**src/wsps_pkg.sv**
```systemverilog
// Constants and types shared by the wake and sleep power sequencer
package wsps_pkg;
  // Register byte offsets on the APB slave
  localparam logic [7:0] OFF_POWER_STATE_CONTROL_STATUS = 8'h00;
  localparam logic [7:0] OFF_WAKE_CONTROL_STATUS = 8'h04;
  localparam logic [7:0] OFF_CLOCKRUN_CONTROL_STATUS = 8'h08;
  localparam logic [7:0] OFF_COMMAND_REGISTER = 8'h0c;
  localparam logic [7:0] OFF_RECEIVE_DESCRIPTOR_POINTER = 8'h10;
  localparam logic [7:0] OFF_CONFIG_RESTORE = 8'h14;
  localparam logic [7:0] OFF_SEQ_STATUS = 8'h18;
  // Field positions in the power state control/status word
  localparam int WAKE_STATUS_BIT = 15;
  localparam int WAKE_ENABLE_BIT = 8;
  localparam int POWER_STATE_LSB = 0;
  // Field positions in the command word
  localparam int RX_ENABLE_BIT = 2;
  localparam int RX_DISABLE_BIT = 3;
  // Field positions in the configuration restore word
  localparam int CFG_BASE_BIT = 0;
  localparam int CFG_MASTER_BIT = 1;
  // Width of the wake event vector
  localparam int WAKE_EVENTS = 8;
  // Reset values
  localparam logic [1:0] POWER_STATE_RESET = 2'h0;
  localparam logic [WAKE_EVENTS-1:0] WAKE_CONFIG_RESET = 8'h00;
  localparam logic [31:0] DESC_PTR_RESET = 32'h0000_0000;
  // Power states
  typedef enum logic [1:0] {
    WSPS_D0 = 2'b00,
    WSPS_D1 = 2'b01,
    WSPS_D2 = 2'b10,
    WSPS_D3HOT = 2'b11
  } wsps_pstate_t;
  // Receive path sequencing states
  typedef enum logic [1:0] {
    WSPS_RX_IDLE = 2'b00,
    WSPS_RX_FETCH = 2'b01,
    WSPS_RX_RUN = 2'b10
  } wsps_rx_state_t;
endpackage : wsps_pkg

```
**src/wsps_sync.sv**
```systemverilog
// Three-stage synchroniser with agreement filter for one pin input
`timescale 1ns/1ps
module wsps_sync
  import wsps_pkg::*;
(
  // Clock and reset
  input wire logic core_clk,
  input wire logic sys_rst,
  // Raw and filtered level
  input wire logic async_in,
  output logic sync_out
);
  logic [2:0] stage; // Stage 0 is read only by stage 1
  logic [2:0] next_stage;
  logic next_sync_out;

  // Shift and accept a change once the two later stages agree
  always_comb begin
    next_stage = {stage[1:0], async_in};
    next_sync_out = sync_out;
    if (stage[1] == stage[2]) begin
      next_sync_out = stage[2];
    end
  end

  // Register the stages
  always_ff @(posedge core_clk) begin
    if (sys_rst) begin
      stage <= 3'h0;
      sync_out <= 1'b0;
    end else begin
      stage <= next_stage;
      sync_out <= next_sync_out;
    end
  end
endmodule // wsps_sync

```
**src/wsps_top.sv**
```systemverilog
// Wake and sleep power sequencer with APB register slave
// Notes on behaviour
// Assert wake pin on enabled event
// Clearing wake enable releases wake pin
// Host clears power state and enable
// Reset on D3cold exit gives D0
// Operational registers locked until config restored
// Host reads wake status after wake
// Writing one clears pending wake status
// Host clears phy interrupt event
// Host clears all wake configuration bits
// Host restarts receiver in fixed order
// Held wake packet drained after enable
// Sleep mode detects no wake events
// Receive enable refetches descriptor pointer
// Sleep entry with no wake events
// System resets and powers off D3cold
// Host leaves sleep in fixed order
// Leaving D3hot resets config except wake
// D3hot keeps phy only when wake armed
// Wake status 15, enable 8, state 1:0
// Wake status holds until cleared
`timescale 1ns/1ps
module wsps_top
  import wsps_pkg::*;
(
  // Clock and reset
  input wire logic core_clk,
  input wire logic sys_rst,
  // APB slave
  input wire logic psel,
  input wire logic penable,
  input wire logic pwrite,
  input wire logic [7:0] paddr,
  input wire logic [31:0] pwdata,
  output logic [31:0] prdata,
  output logic pready,
  output logic pslverr,
  // Wake event inputs from filters and phy, one pin level each
  input wire logic [WAKE_EVENTS-1:0] wake_event_in,
  // Receive FIFO holds a packet from before the wake
  input wire logic rx_fifo_has_packet,
  // Open-drain wake request pin, active low
  input wire logic wake_request_n_pin_in,
  output logic wake_request_n_pin_out,
  output logic wake_request_n_pin_oe,
  // Power and receive path controls
  output logic phy_power_on,
  output logic rx_desc_fetch,
  output logic rx_dma_drain,
  output logic rx_running
);
  // Synchronised event levels
  logic [WAKE_EVENTS-1:0] event_sync;
  // Synchronised wake pin readback
  logic pin_sync;
  // Architectural state
  wsps_pstate_t power_state, next_power_state;
  logic wake_enable, next_wake_enable; // Survives D3hot exit
  logic wake_status, next_wake_status; // Sticky until written one
  logic [WAKE_EVENTS-1:0] wake_config, next_wake_config; // Enabled event types
  logic [WAKE_EVENTS-1:0] wake_cause, next_wake_cause; // Which event woke
  logic cfg_base, next_cfg_base; // Base addresses restored
  logic cfg_master, next_cfg_master; // Bus master enable restored
  logic locked, next_locked; // Operational registers blocked
  logic [31:0] desc_ptr, next_desc_ptr;
  wsps_rx_state_t rx_state, next_rx_state;
  logic drain_pending, next_drain_pending;
  logic [31:0] next_prdata;
  logic next_fetch, next_drain;

  // Each event line crosses into the core clock
  genvar gi;
  generate
    for (gi = 0; gi < WAKE_EVENTS; gi++) begin : g_sync
      wsps_sync u_sync (
        .core_clk(core_clk),
        .sys_rst(sys_rst),
        .async_in(wake_event_in[gi]),
        .sync_out(event_sync[gi])
      );
    end
  endgenerate

  // Pin readback is a board level, so it crosses like an event line
  wsps_sync u_pin_sync (
    .core_clk(core_clk),
    .sys_rst(sys_rst),
    .async_in(wake_request_n_pin_in),
    .sync_out(pin_sync)
  );

  // Operational registers share one decode
  function automatic logic is_operational(input logic [7:0] a);
    is_operational = (a == OFF_COMMAND_REGISTER) || (a == OFF_RECEIVE_DESCRIPTOR_POINTER) ||
                     (a == OFF_CLOCKRUN_CONTROL_STATUS) || (a == OFF_WAKE_CONTROL_STATUS);
  endfunction

  // Known offsets of this slave
  function automatic logic is_mapped(input logic [7:0] a);
    is_mapped = is_operational(a) || (a == OFF_POWER_STATE_CONTROL_STATUS) ||
                (a == OFF_CONFIG_RESTORE) || (a == OFF_SEQ_STATUS);
  endfunction

  // Wake logic is armed only in a low-power state with enable on
  logic wake_armed;
  logic access;
  logic wr;
  logic blocked;
  logic [WAKE_EVENTS-1:0] hits;
  assign access = psel && penable;
  assign wr = access && pwrite;
  // block while locked
  assign blocked = locked && is_operational(paddr);
  // sleep never arms
  assign wake_armed = wake_enable && (power_state != WSPS_D0) && (wake_config != WAKE_CONFIG_RESET);
  assign hits = event_sync & wake_config;
  // Zero wait state slave
  assign pready = psel && penable;
  assign pslverr = access && (!is_mapped(paddr) || blocked);

  // Next values of power, wake and config state
  always_comb begin
    next_power_state = power_state;
    next_wake_enable = wake_enable;
    next_wake_status = wake_status;
    next_wake_config = wake_config;
    next_wake_cause = wake_cause;
    next_cfg_base = cfg_base;
    next_cfg_master = cfg_master;
    next_locked = locked;
    next_desc_ptr = desc_ptr;
    if (wr && !pslverr) begin
      if (paddr == OFF_POWER_STATE_CONTROL_STATUS) begin
        // field positions
        next_power_state = wsps_pstate_t'(pwdata[POWER_STATE_LSB +: 2]);
        next_wake_enable = pwdata[WAKE_ENABLE_BIT];
        // write one clears
        if (pwdata[WAKE_STATUS_BIT]) begin
          next_wake_status = 1'b0;
          next_wake_cause = '0;
        end
        // leaving D3hot drops config
        if (power_state == WSPS_D3HOT && pwdata[POWER_STATE_LSB +: 2] != WSPS_D3HOT) begin
          next_cfg_base = 1'b0;
          next_cfg_master = 1'b0;
          next_locked = 1'b1;
        end
      end else if (paddr == OFF_CLOCKRUN_CONTROL_STATUS) begin
        // alternate clear path
        if (pwdata[WAKE_STATUS_BIT]) begin
          next_wake_status = 1'b0;
          next_wake_cause = '0;
        end
      end else if (paddr == OFF_WAKE_CONTROL_STATUS) begin
        next_wake_config = pwdata[WAKE_EVENTS-1:0];
      end else if (paddr == OFF_RECEIVE_DESCRIPTOR_POINTER) begin
        next_desc_ptr = pwdata;
      end else if (paddr == OFF_CONFIG_RESTORE) begin
        next_cfg_base = pwdata[CFG_BASE_BIT];
        next_cfg_master = pwdata[CFG_MASTER_BIT];
      end
    end
    // unlock once both restored
    if (next_cfg_base && next_cfg_master) begin
      next_locked = 1'b0;
    end
    // latch enabled events
    // set wins over clear
    if (wake_armed && (hits != '0)) begin
      next_wake_status = 1'b1;
      next_wake_cause = wake_cause | hits;
    end
  end

  // Register power, wake and config state
  always_ff @(posedge core_clk) begin
    // reset returns D0
    if (sys_rst) begin
      power_state <= WSPS_D0;
      wake_enable <= 1'b0;
      wake_status <= 1'b0;
      wake_config <= WAKE_CONFIG_RESET;
      wake_cause <= '0;
      cfg_base <= 1'b0;
      cfg_master <= 1'b0;
      locked <= 1'b1;
      desc_ptr <= DESC_PTR_RESET;
    end else begin
      power_state <= next_power_state;
      wake_enable <= next_wake_enable;
      wake_status <= next_wake_status;
      wake_config <= next_wake_config;
      wake_cause <= next_wake_cause;
      cfg_base <= next_cfg_base;
      cfg_master <= next_cfg_master;
      locked <= next_locked;
      desc_ptr <= next_desc_ptr;
    end
  end

  // Next values of the receive path sequencer
  always_comb begin
    next_rx_state = rx_state;
    next_drain_pending = drain_pending;
    next_fetch = 1'b0;
    next_drain = 1'b0;
    if (wake_status && rx_fifo_has_packet) begin
      next_drain_pending = 1'b1;
    end
    case (rx_state)
      WSPS_RX_IDLE: begin
        // enable refetches pointer
        if (wr && !pslverr && paddr == OFF_COMMAND_REGISTER && pwdata[RX_ENABLE_BIT]
            && !pwdata[RX_DISABLE_BIT]) begin
          next_rx_state = WSPS_RX_FETCH;
          next_fetch = 1'b1;
        end
      end
      WSPS_RX_FETCH: begin
        next_rx_state = WSPS_RX_RUN;
        // drain held packet
        if (drain_pending && desc_ptr != DESC_PTR_RESET && power_state == WSPS_D0) begin
          next_drain = 1'b1;
          next_drain_pending = 1'b0;
        end
      end
      WSPS_RX_RUN: begin
        if (wr && !pslverr && paddr == OFF_COMMAND_REGISTER && pwdata[RX_DISABLE_BIT]) begin
          next_rx_state = WSPS_RX_IDLE;
        end
      end
      default: begin
        next_rx_state = WSPS_RX_IDLE;
      end
    endcase
  end

  // Register receive sequencer and its pulses
  always_ff @(posedge core_clk) begin
    if (sys_rst) begin
      rx_state <= WSPS_RX_IDLE;
      drain_pending <= 1'b0;
      rx_desc_fetch <= 1'b0;
      rx_dma_drain <= 1'b0;
    end else begin
      rx_state <= next_rx_state;
      drain_pending <= next_drain_pending;
      rx_desc_fetch <= next_fetch;
      rx_dma_drain <= next_drain;
    end
  end

  // Read data mux, zeroed when the access is blocked
  always_comb begin
    next_prdata = 32'h0000_0000;
    if (paddr == OFF_POWER_STATE_CONTROL_STATUS) begin
      next_prdata[POWER_STATE_LSB +: 2] = power_state;
      next_prdata[WAKE_ENABLE_BIT] = wake_enable;
      next_prdata[WAKE_STATUS_BIT] = wake_status;
    end else if (paddr == OFF_CLOCKRUN_CONTROL_STATUS) begin
      next_prdata[WAKE_STATUS_BIT] = wake_status;
    end else if (paddr == OFF_WAKE_CONTROL_STATUS) begin
      next_prdata = {8'h00, wake_cause, 8'h00, wake_config};
    end else if (paddr == OFF_RECEIVE_DESCRIPTOR_POINTER) begin
      next_prdata = desc_ptr;
    end else if (paddr == OFF_CONFIG_RESTORE) begin
      next_prdata[CFG_BASE_BIT] = cfg_base;
      next_prdata[CFG_MASTER_BIT] = cfg_master;
    end else if (paddr == OFF_SEQ_STATUS) begin
      next_prdata = {24'h000000, pin_sync, drain_pending, locked,
                     phy_power_on, 2'h0, rx_state};
    end
    if (blocked) begin
      next_prdata = 32'h0000_0000;
    end
  end

  // Read data is registered in setup so it stands during access
  always_ff @(posedge core_clk) begin
    if (sys_rst) begin
      prdata <= 32'h0000_0000;
    end else if (psel && !penable) begin
      prdata <= next_prdata;
    end
  end

  // pin follows enable and status
  assign wake_request_n_pin_oe = wake_status && wake_enable;
  assign wake_request_n_pin_out = 1'b0;
  // phy kept in D3hot only when armed
  assign phy_power_on = (power_state == WSPS_D0) || (power_state == WSPS_D1) ||
                        (power_state == WSPS_D2) || wake_armed;
  assign rx_running = (rx_state == WSPS_RX_RUN);
endmodule // wsps_top
```
**config.mk**
```make
export PLATFORM = sky130hd
export DESIGN_NAME = wsps_top
export DESIGN_NICKNAME = d
export VERILOG_FILES = /design/src/wsps_pkg.sv /design/src/wsps_sync.sv /design/src/wsps_top.sv
export SDC_FILE = /design/constraint.sdc
export NUM_CORES = 1
export LEC_CHECK = 0
export ABC_AREA = 1
export BUFFER_PORTS_ARGS = -buffer_cell sky130_fd_sc_hd__buf_2
export CAP_MARGIN = 20
export CORE_MARGIN = 5
export CORE_UTILIZATION = 28
export CTS_BUF_LIST = sky130_fd_sc_hd__clkbuf_4 sky130_fd_sc_hd__clkbuf_8
export CTS_CLUSTER_SIZE = 12
export DETAILED_ROUTE_END_ITERATION = 10
export PLACE_DENSITY = 0.5
export SLEW_MARGIN = 5
export SYNTH_ARGS = -nofsm -noshare
export SYNTH_HDL_FRONTEND = slang
export SYNTH_SLANG_ARGS = --single-unit
export TNS_END_PERCENT = 50
```
**constraint.sdc**
```tcl
create_clock -name core_clk -period 4.2 [get_ports core_clk]
set_input_delay 0.21 -clock core_clk [delete_from_list [all_inputs] [get_ports core_clk]]
set_output_delay 0.21 -clock core_clk [all_outputs]
set_load 0.02 [all_outputs]
```
==> impl_metrics.yaml, run 1 <==
setup_path:
  slowest_stage: "buf_4"
  crit_top_cell: "nand2_1"
  worst-path-buf-inv: 3
  crit_type: "input port to flop"
  timing.reg2reg.setup_slack_ns: 2.42
  crit_chain: "buf_2 -> nor2_1 -> nand2_2 -> inv_1 -> nand2_1 -> nand2_1 -> nor2_1 -> nand2_4 -> nand3_4 -> nor3_4 -> buf_4 -> nand2_1 -> nand2_1 -> nor2_1"
  r2r_end: "wake_status"
  required_ns: 4.53
  critPathMaxStageDelay_ns: 0.53
  crit_fanout: 64
  cp.arrival_ns: 2.52
  cp-end-kind: "flop"
  critPathLaunchType: "input port"
  r2r_start: "wake_config[5]"
  r2r_cells: 8
  critPathTopFamily: "simple AND/OR/NAND/NOR gates"
clock_network:
  cts_tree: "done"
  insertion_delay_ns: 0.43
  htreeDepth: 4
  cts.clk_slew.worst_paths_ns: 0.07
  cts_buffers: 17
  clockBufferDepth: 2
  cts.sinks: 128
  cts-root-buf: "clkbuf_8"
route:
  drt-initial-drc-count: 216
  vias_per_cell: 4.22
  num_vias: 4883
  finalWirelength_um: 14800
  dr.pass1.iters: 5
  routedWlPerCell_um: 12.8
  antenna_left: 0
  drc: 0
grt:
  met2_usage_pct: 21.9
  grt.met3_usage_pct: 2.55
  grt_busiest_layer: "met2"
  gr-total-overflow: 0
  grt_pass1_wl_um: 24300
  antenna_found_initial: 0
  use_met1_pct: 18.6
  grtUsageTotal_pct: 13.8
  grt_pass1_vias: 4779
  grt_max_degree: 72
die:
  initial_core_util_pct: 28.7
  fp.dieW_um: 149
  coreArea_um2: 18800
  std_cell_rows: 50
  boundaryPins: 95
  dieArea_um2: 22100
  die_h_um: 149
cells_and_area:
  final-seq-area_um2: 2560
  area_growth_pct: 21.6
  antenna_cells: 0
  fill_cells: 2106
  final_layout_size_suffix_gt1_share_pct: 16.1
  fin_nets: 940
  multi_input_area_um2: 2280
power:
  power_density_nw_per_um2: 373
  netSwitchingFraction_pct: 22.9
  p_comb_share_pct: 4.9
  power.leakage_nw: 3.05
  clkPwrFrac_pct: 44.9
  ir_drop_uv: 249
  seq_power_share_pct: 50.2
  p_switching_w: 0.000560
  power.internal_w: 0.00188
placement:
  port_buffers: 93
  dp_slack_ns: 1.55
  hpwl_um: 10500
  gp_congestion: 0.813
timing:
  finalCritPeriodShare_pct: 52.0
  fin_ws_ns: 2.01
  fmax_mhz: 458
  finalHoldViolations: 0
  min_period_ns: 2.19
  final.setup.tns_ns: 0
  relSlewSlack_pct: 35.8
  worst_pin_slew_ns: 0.959
  rsz0062_at_grt: "false"
  slew_violations: 0
  fin_worst_skew_ns: 0.0106
  setup_viol: 0
synthesis:
  syn_avg_cell_area_um2: 6.82
  synth_top_area_share_pct: 47.5
  ys_types: 28
  syn_nets: 846
  ys_warn_count: 0
  yosys.area.top_type: "dfxtp_1"
  yosys-top-cells-area: "dfxtp_1, nand2_1, nor2_1, inv_1, a21oi_1"
  synth_seq_cells: 128
  synthArstFlopShare_pct: 0
  synth_edf_count: 0
  syn_area_um2: 5400
  yosysSeqAreaShare_pct: 47.5
  synth_flop_cell: "dfxtp_1"
  syn-instance-count: 791
  synth_commonest_cells: "nand2_1, nor2_1, dfxtp_1"
  yosysMostFrequentCell: "nand2_1"
min_path:
  hold_end: "wake_config[1]"
  min_path_type: "input port to flop"
  min_from: "pwdata[1]"
  holdPathStages: 3
run_status:
  status: "completed"
run:
  max_cap_viol_count: 0
power groups by stage:
stage / Clock [W] / Combinational [W] / Sequential (W)
global placement: 0 / 0.000115 / 0.00126
CTS: 0.00113 / 0.000121 / 0.00123
detailed placement: 0 / 0.000115 / 0.00126
global route: 0.00118 / 0.000138 / 0.00123
floorplan: 0 / 0.0000648 / 0.00126
finish: 0.00110 / 0.000120 / 0.00123
cells by family after synthesis:
kind of cell    count (synthesis)  synth area share (%)
simple gates                  425                  32.3
buf+inv                       134                  10.3
flops                         128                  47.5
compound gates                103                  9.83
other cells                     1                0.0695
flip-flops by register name, indices dropped and copies added, names as in the netlist:
| signal | count |
|---|---|
| cfg_base | 1 |
| cfg_master | 1 |
| desc_ptr | 32 |
| drain_pending | 1 |
| g_sync.u_sync.stage | 24 |
| g_sync.u_sync.sync_out | 8 |
| locked | 1 |
| power_state | 2 |
| prdata | 32 |
| rx_desc_fetch | 1 |
| rx_dma_drain | 1 |
| rx_state | 2 |
| u_pin_sync.stage | 3 |
| u_pin_sync.sync_out | 1 |
| wake_cause | 8 |
| wake_config | 8 |
| wake_enable | 1 |
| wake_status | 1 |
worst reg2reg max path: stages, from the launching register on:
cell and delay (ns):
dfxtp_1 0.37, nor2_1 0.10, nand3_1 0.07, o21ai_0 0.31, inv_1 0.07, nand2_1 0.26, inv_1 0.22, o21ai_0 0.20
nor2_1 0.06
cell usage in the layout, fill, tap and decap left out, drive strengths merged:
master,n
a211oi,1
a21oi,61
buf,98
bufinv,3
clkbuf,20
clkinv,6
clkinvlp,2
conb,1
dfxtp,128
dlygate4sd3,9
inv,102
nand2,208
nand3,32
nand4,4
nor2,167
nor3,4
nor4,10
o211ai,2
o21ai,35
o221ai,1
o22ai,3
cell type report:
class | count | area share (%)
clock buffers | 20 | 4.10
clock inverters | 11 | 2.12
inverters | 102 | 5.84
multi-input cells | 529 | 34.8
flip-flops and latches | 128 | 39.1
well taps | 260 | 4.96
repair buffers | 107 | 9.16
routing by layer:
layer / share of wire (%) / vias to the layer above / routed length [um]
met4: 1.6 / 0 / 232
met5: 0 / - / 0
met2: 45 / 91 / 6630
li1: - / 2633 / -
met3: 4.2 / 14 / 620
met1: 49 / 2145 / 7270
worst max-delay path by stage:
stage	from	to	cells past startpoint
6_report	paddr[7]	desc_ptr[23]	14
5_1_grt	paddr[7]	desc_ptr[11]	14
4_1_cts	paddr[7]	desc_ptr[23]	14
3_5_place_dp	paddr[7]	desc_ptr[23]	14
3_3_place_gp	paddr[7]	desc_ptr[23]	14
2_1_floorplan	paddr[7]	desc_ptr[10]	13
through the flow:
stage	total power [W]	area [um^2]	util, %	hold slack [ns]	instances
floorplan	0.00132	5400	-	0.317	791
global placement	0.00137	6050	32.1	0.391	1116
detailed placement	0.00137	6050	32.1	0.392	1116
CTS	0.00248	6550	34.8	0.00878	1156
global route	0.00255	6560	34.8	0.0430	1157
finish	0.00245	6560	34.8	0.0486	1157
what timing repair did:
action / CTS / global route
hold buffers: 9 / 0
resized for setup: 0 / 0
endpoints found under the hold margin: 9 / 0
buffers inserted: 0 / 0
(Power assumes the default switching activity.)
==> inputs of run 2 (changes only) <==
--- a/config.mk
+++ b/config.mk
@@ -13,7 +13,7 @@
 export CTS_BUF_LIST = sky130_fd_sc_hd__clkbuf_4 sky130_fd_sc_hd__clkbuf_8
 export CTS_CLUSTER_SIZE = 12
 export DETAILED_ROUTE_END_ITERATION = 10
-export PLACE_DENSITY = 0.5
+export PLACE_DENSITY = 0.51
 export SLEW_MARGIN = 5
 export SYNTH_ARGS = -nofsm -noshare
 export SYNTH_HDL_FRONTEND = slang
==> constraint.sdc (replaced) <==
create_clock -name core_clk -period 2.01 [get_ports core_clk]
set_input_delay 0.1005 -clock core_clk [delete_from_list [all_inputs] [get_ports core_clk]]
set_output_delay 0.1005 -clock core_clk [all_outputs]
set_load 0.02 [all_outputs]
==> run 2 against run 1 <==
  * Sequential power increased by 110%
  * Global-route usage about the same
  * Largest power group unchanged
  * Highest routed layer unchanged
  * Die area unchanged
  * Register-to-register slack got worse by 1.9 ns
  * Combinational power increased to 2.5 times the previous value
==> impl_metrics.yaml, run 2 (synthesis gave the netlist of run 1 again) <==
clock_network:
  cts_tree: "done"
  insertion_delay_ns: 0.43
  htreeDepth: 4
  cts_buffers: 17
  clockBufferDepth: 2
  cts.sinks: 128
  post_cts_buffers: 0
  cts.clk_slew.worst_paths_ns: 0.08
  cts-root-buf: "clkbuf_8"
cells_and_area:
  final_cell_mix: "nand2_1, nor2_1, dfxtp_1, inv_1, buf_2"
  layout_commonest_cell: "nand2_1"
  area_growth_pct: 30.0
  fill_cells: 2038
  biggestRegsByFlops: "desc_ptr: 32 flops, prdata: 32 flops, g_sync.u_sync.stage: 24 flops"
  final_layout_size_suffix_gt1_share_pct: 16.7
  final_cell_area_um2: 7020
  finish.utilization_pct: 37.3
  antenna_cells: 0
  fin_nets: 984
  instances_no_fill: 1202
power:
  power_density_nw_per_um2: 762
  ir_drop_uv: 407
  power.leakage_nw: 3.26
placement:
  dp.cells: 1129
  hpwl_um: 10600
  dp_slack_ns: 0.262
  dpl_cell_area_um2: 6160
  port_buffers: 93
  gp_congestion: 0.839
setup_path:
  crit_fanout: 4
  cp.arrival_ns: 1.69
  cp-end-kind: "output port"
  required_ns: 1.91
  timing.reg2reg.setup_slack_ns: 0.49
  critPathLaunchType: "flop"
  crit_type: "flop to output port"
die:
  std_cell_rows: 50
  fp.dieW_um: 149
  die_h_um: 149
  coreArea_um2: 18800
  initial_core_util_pct: 28.7
  dieArea_um2: 22100
  boundaryPins: 95
grt:
  grt_max_degree: 72
  gr-total-overflow: 0
  grt_pass1_vias: 4847
  grt_pass1_wl_um: 24300
  grtUsageTotal_pct: 13.9
  antenna_found_initial: 0
timing:
  relSlewSlack_pct: 28.2
  fin_worst_skew_ns: 0.00705
  setup_viol: 0
  min_period_ns: 1.79
  fmax_mhz: 560
  final.setup.tns_ns: 0
  slew_violations: 0
  rsz0062_at_grt: "false"
  finalHoldViolations: 0
  finalCritPeriodShare_pct: 88.9
  worst_pin_slew_ns: 1.08
  fin_ws_ns: 0.223
route:
  top_layer: "met4"
  finalWirelength_um: 14900
  num_vias: 5042
  dr.pass1.iters: 6
  dr_wl_met3_um: 549
  drt-met1-wl_um: 7350
  drc: 0
  vias_per_cell: 4.19
  antenna_left: 0
  drt-initial-drc-count: 233
  routedWlPerCell_um: 12.4
  wl_met2_um: 6720
run_status:
  status: "completed"
run:
  max_cap_viol_count: 0
min_path:
  min_path_type: "input port to flop"
[run 2: final timing paths]
path | start | to | cells past startpoint
max | wake_config[4] | phy_power_on | 5
min | pwdata[15] | desc_ptr[15] | 5
max reg2reg | wake_config[4] | prdata[4] | 8
min reg2reg | g_sync[7].u_sync.stage[0] | g_sync[7].u_sync.stage[1] | 2
[run 2: worst max-delay path, cell delays in order, from the launching register on]
cell and delay, ns:
dfxtp_1 0.37, nor2_1 0.12, nand3_1 0.08, o21ai_0 0.30, nand2_1 0.19, buf_2 0.20
[run 2: cell type report]
class	count	area, um^2	share of cell area, %
Sequential cell	128	2560	36.5
Multi-Input combinational cell	529	2280	32.5
Clock inverter	10	158	2.25
Inverter	102	383	5.46
Timing Repair Buffer	151	1020	14.5
Clock buffer	22	290	4.14
Tap cell	260	325	4.64
[run 2: through the flow]
step	hold WS (ns)	power, W
after floorplan	0.207	0.00276
after global placement	0.301	0.00287
after detailed placement	0.306	0.00287
after CTS	0.000865	0.00541
after global routing	0.0448	0.00558
final	0.0212	0.00534
[run 2: per-layer routing]
metal	track usage [%]	up-vias
li1	-	2714
met1	18.1	2227
met2	22.4	78
met3	3.34	23
met4	5.13	0
met5	0	-
[run 2: where the power goes]
part	internal [W]	total [W]	switching (W)
clock network	0.00147	0.00248	0.00101
registers	0.00256	0.00257	0.00000857
logic	0.000135	0.000301	0.000166
total	0.00416	0.00534	0.00118
[run 2: timing repair]
| item | CTS | global route |
|---|---|---|
| hold buffers | 41 | 0 |
| hold endpoints to repair | 51 | 0 |
| setup endpoints to repair | 0 | 0 |
| gates resized for setup | 0 | 0 |
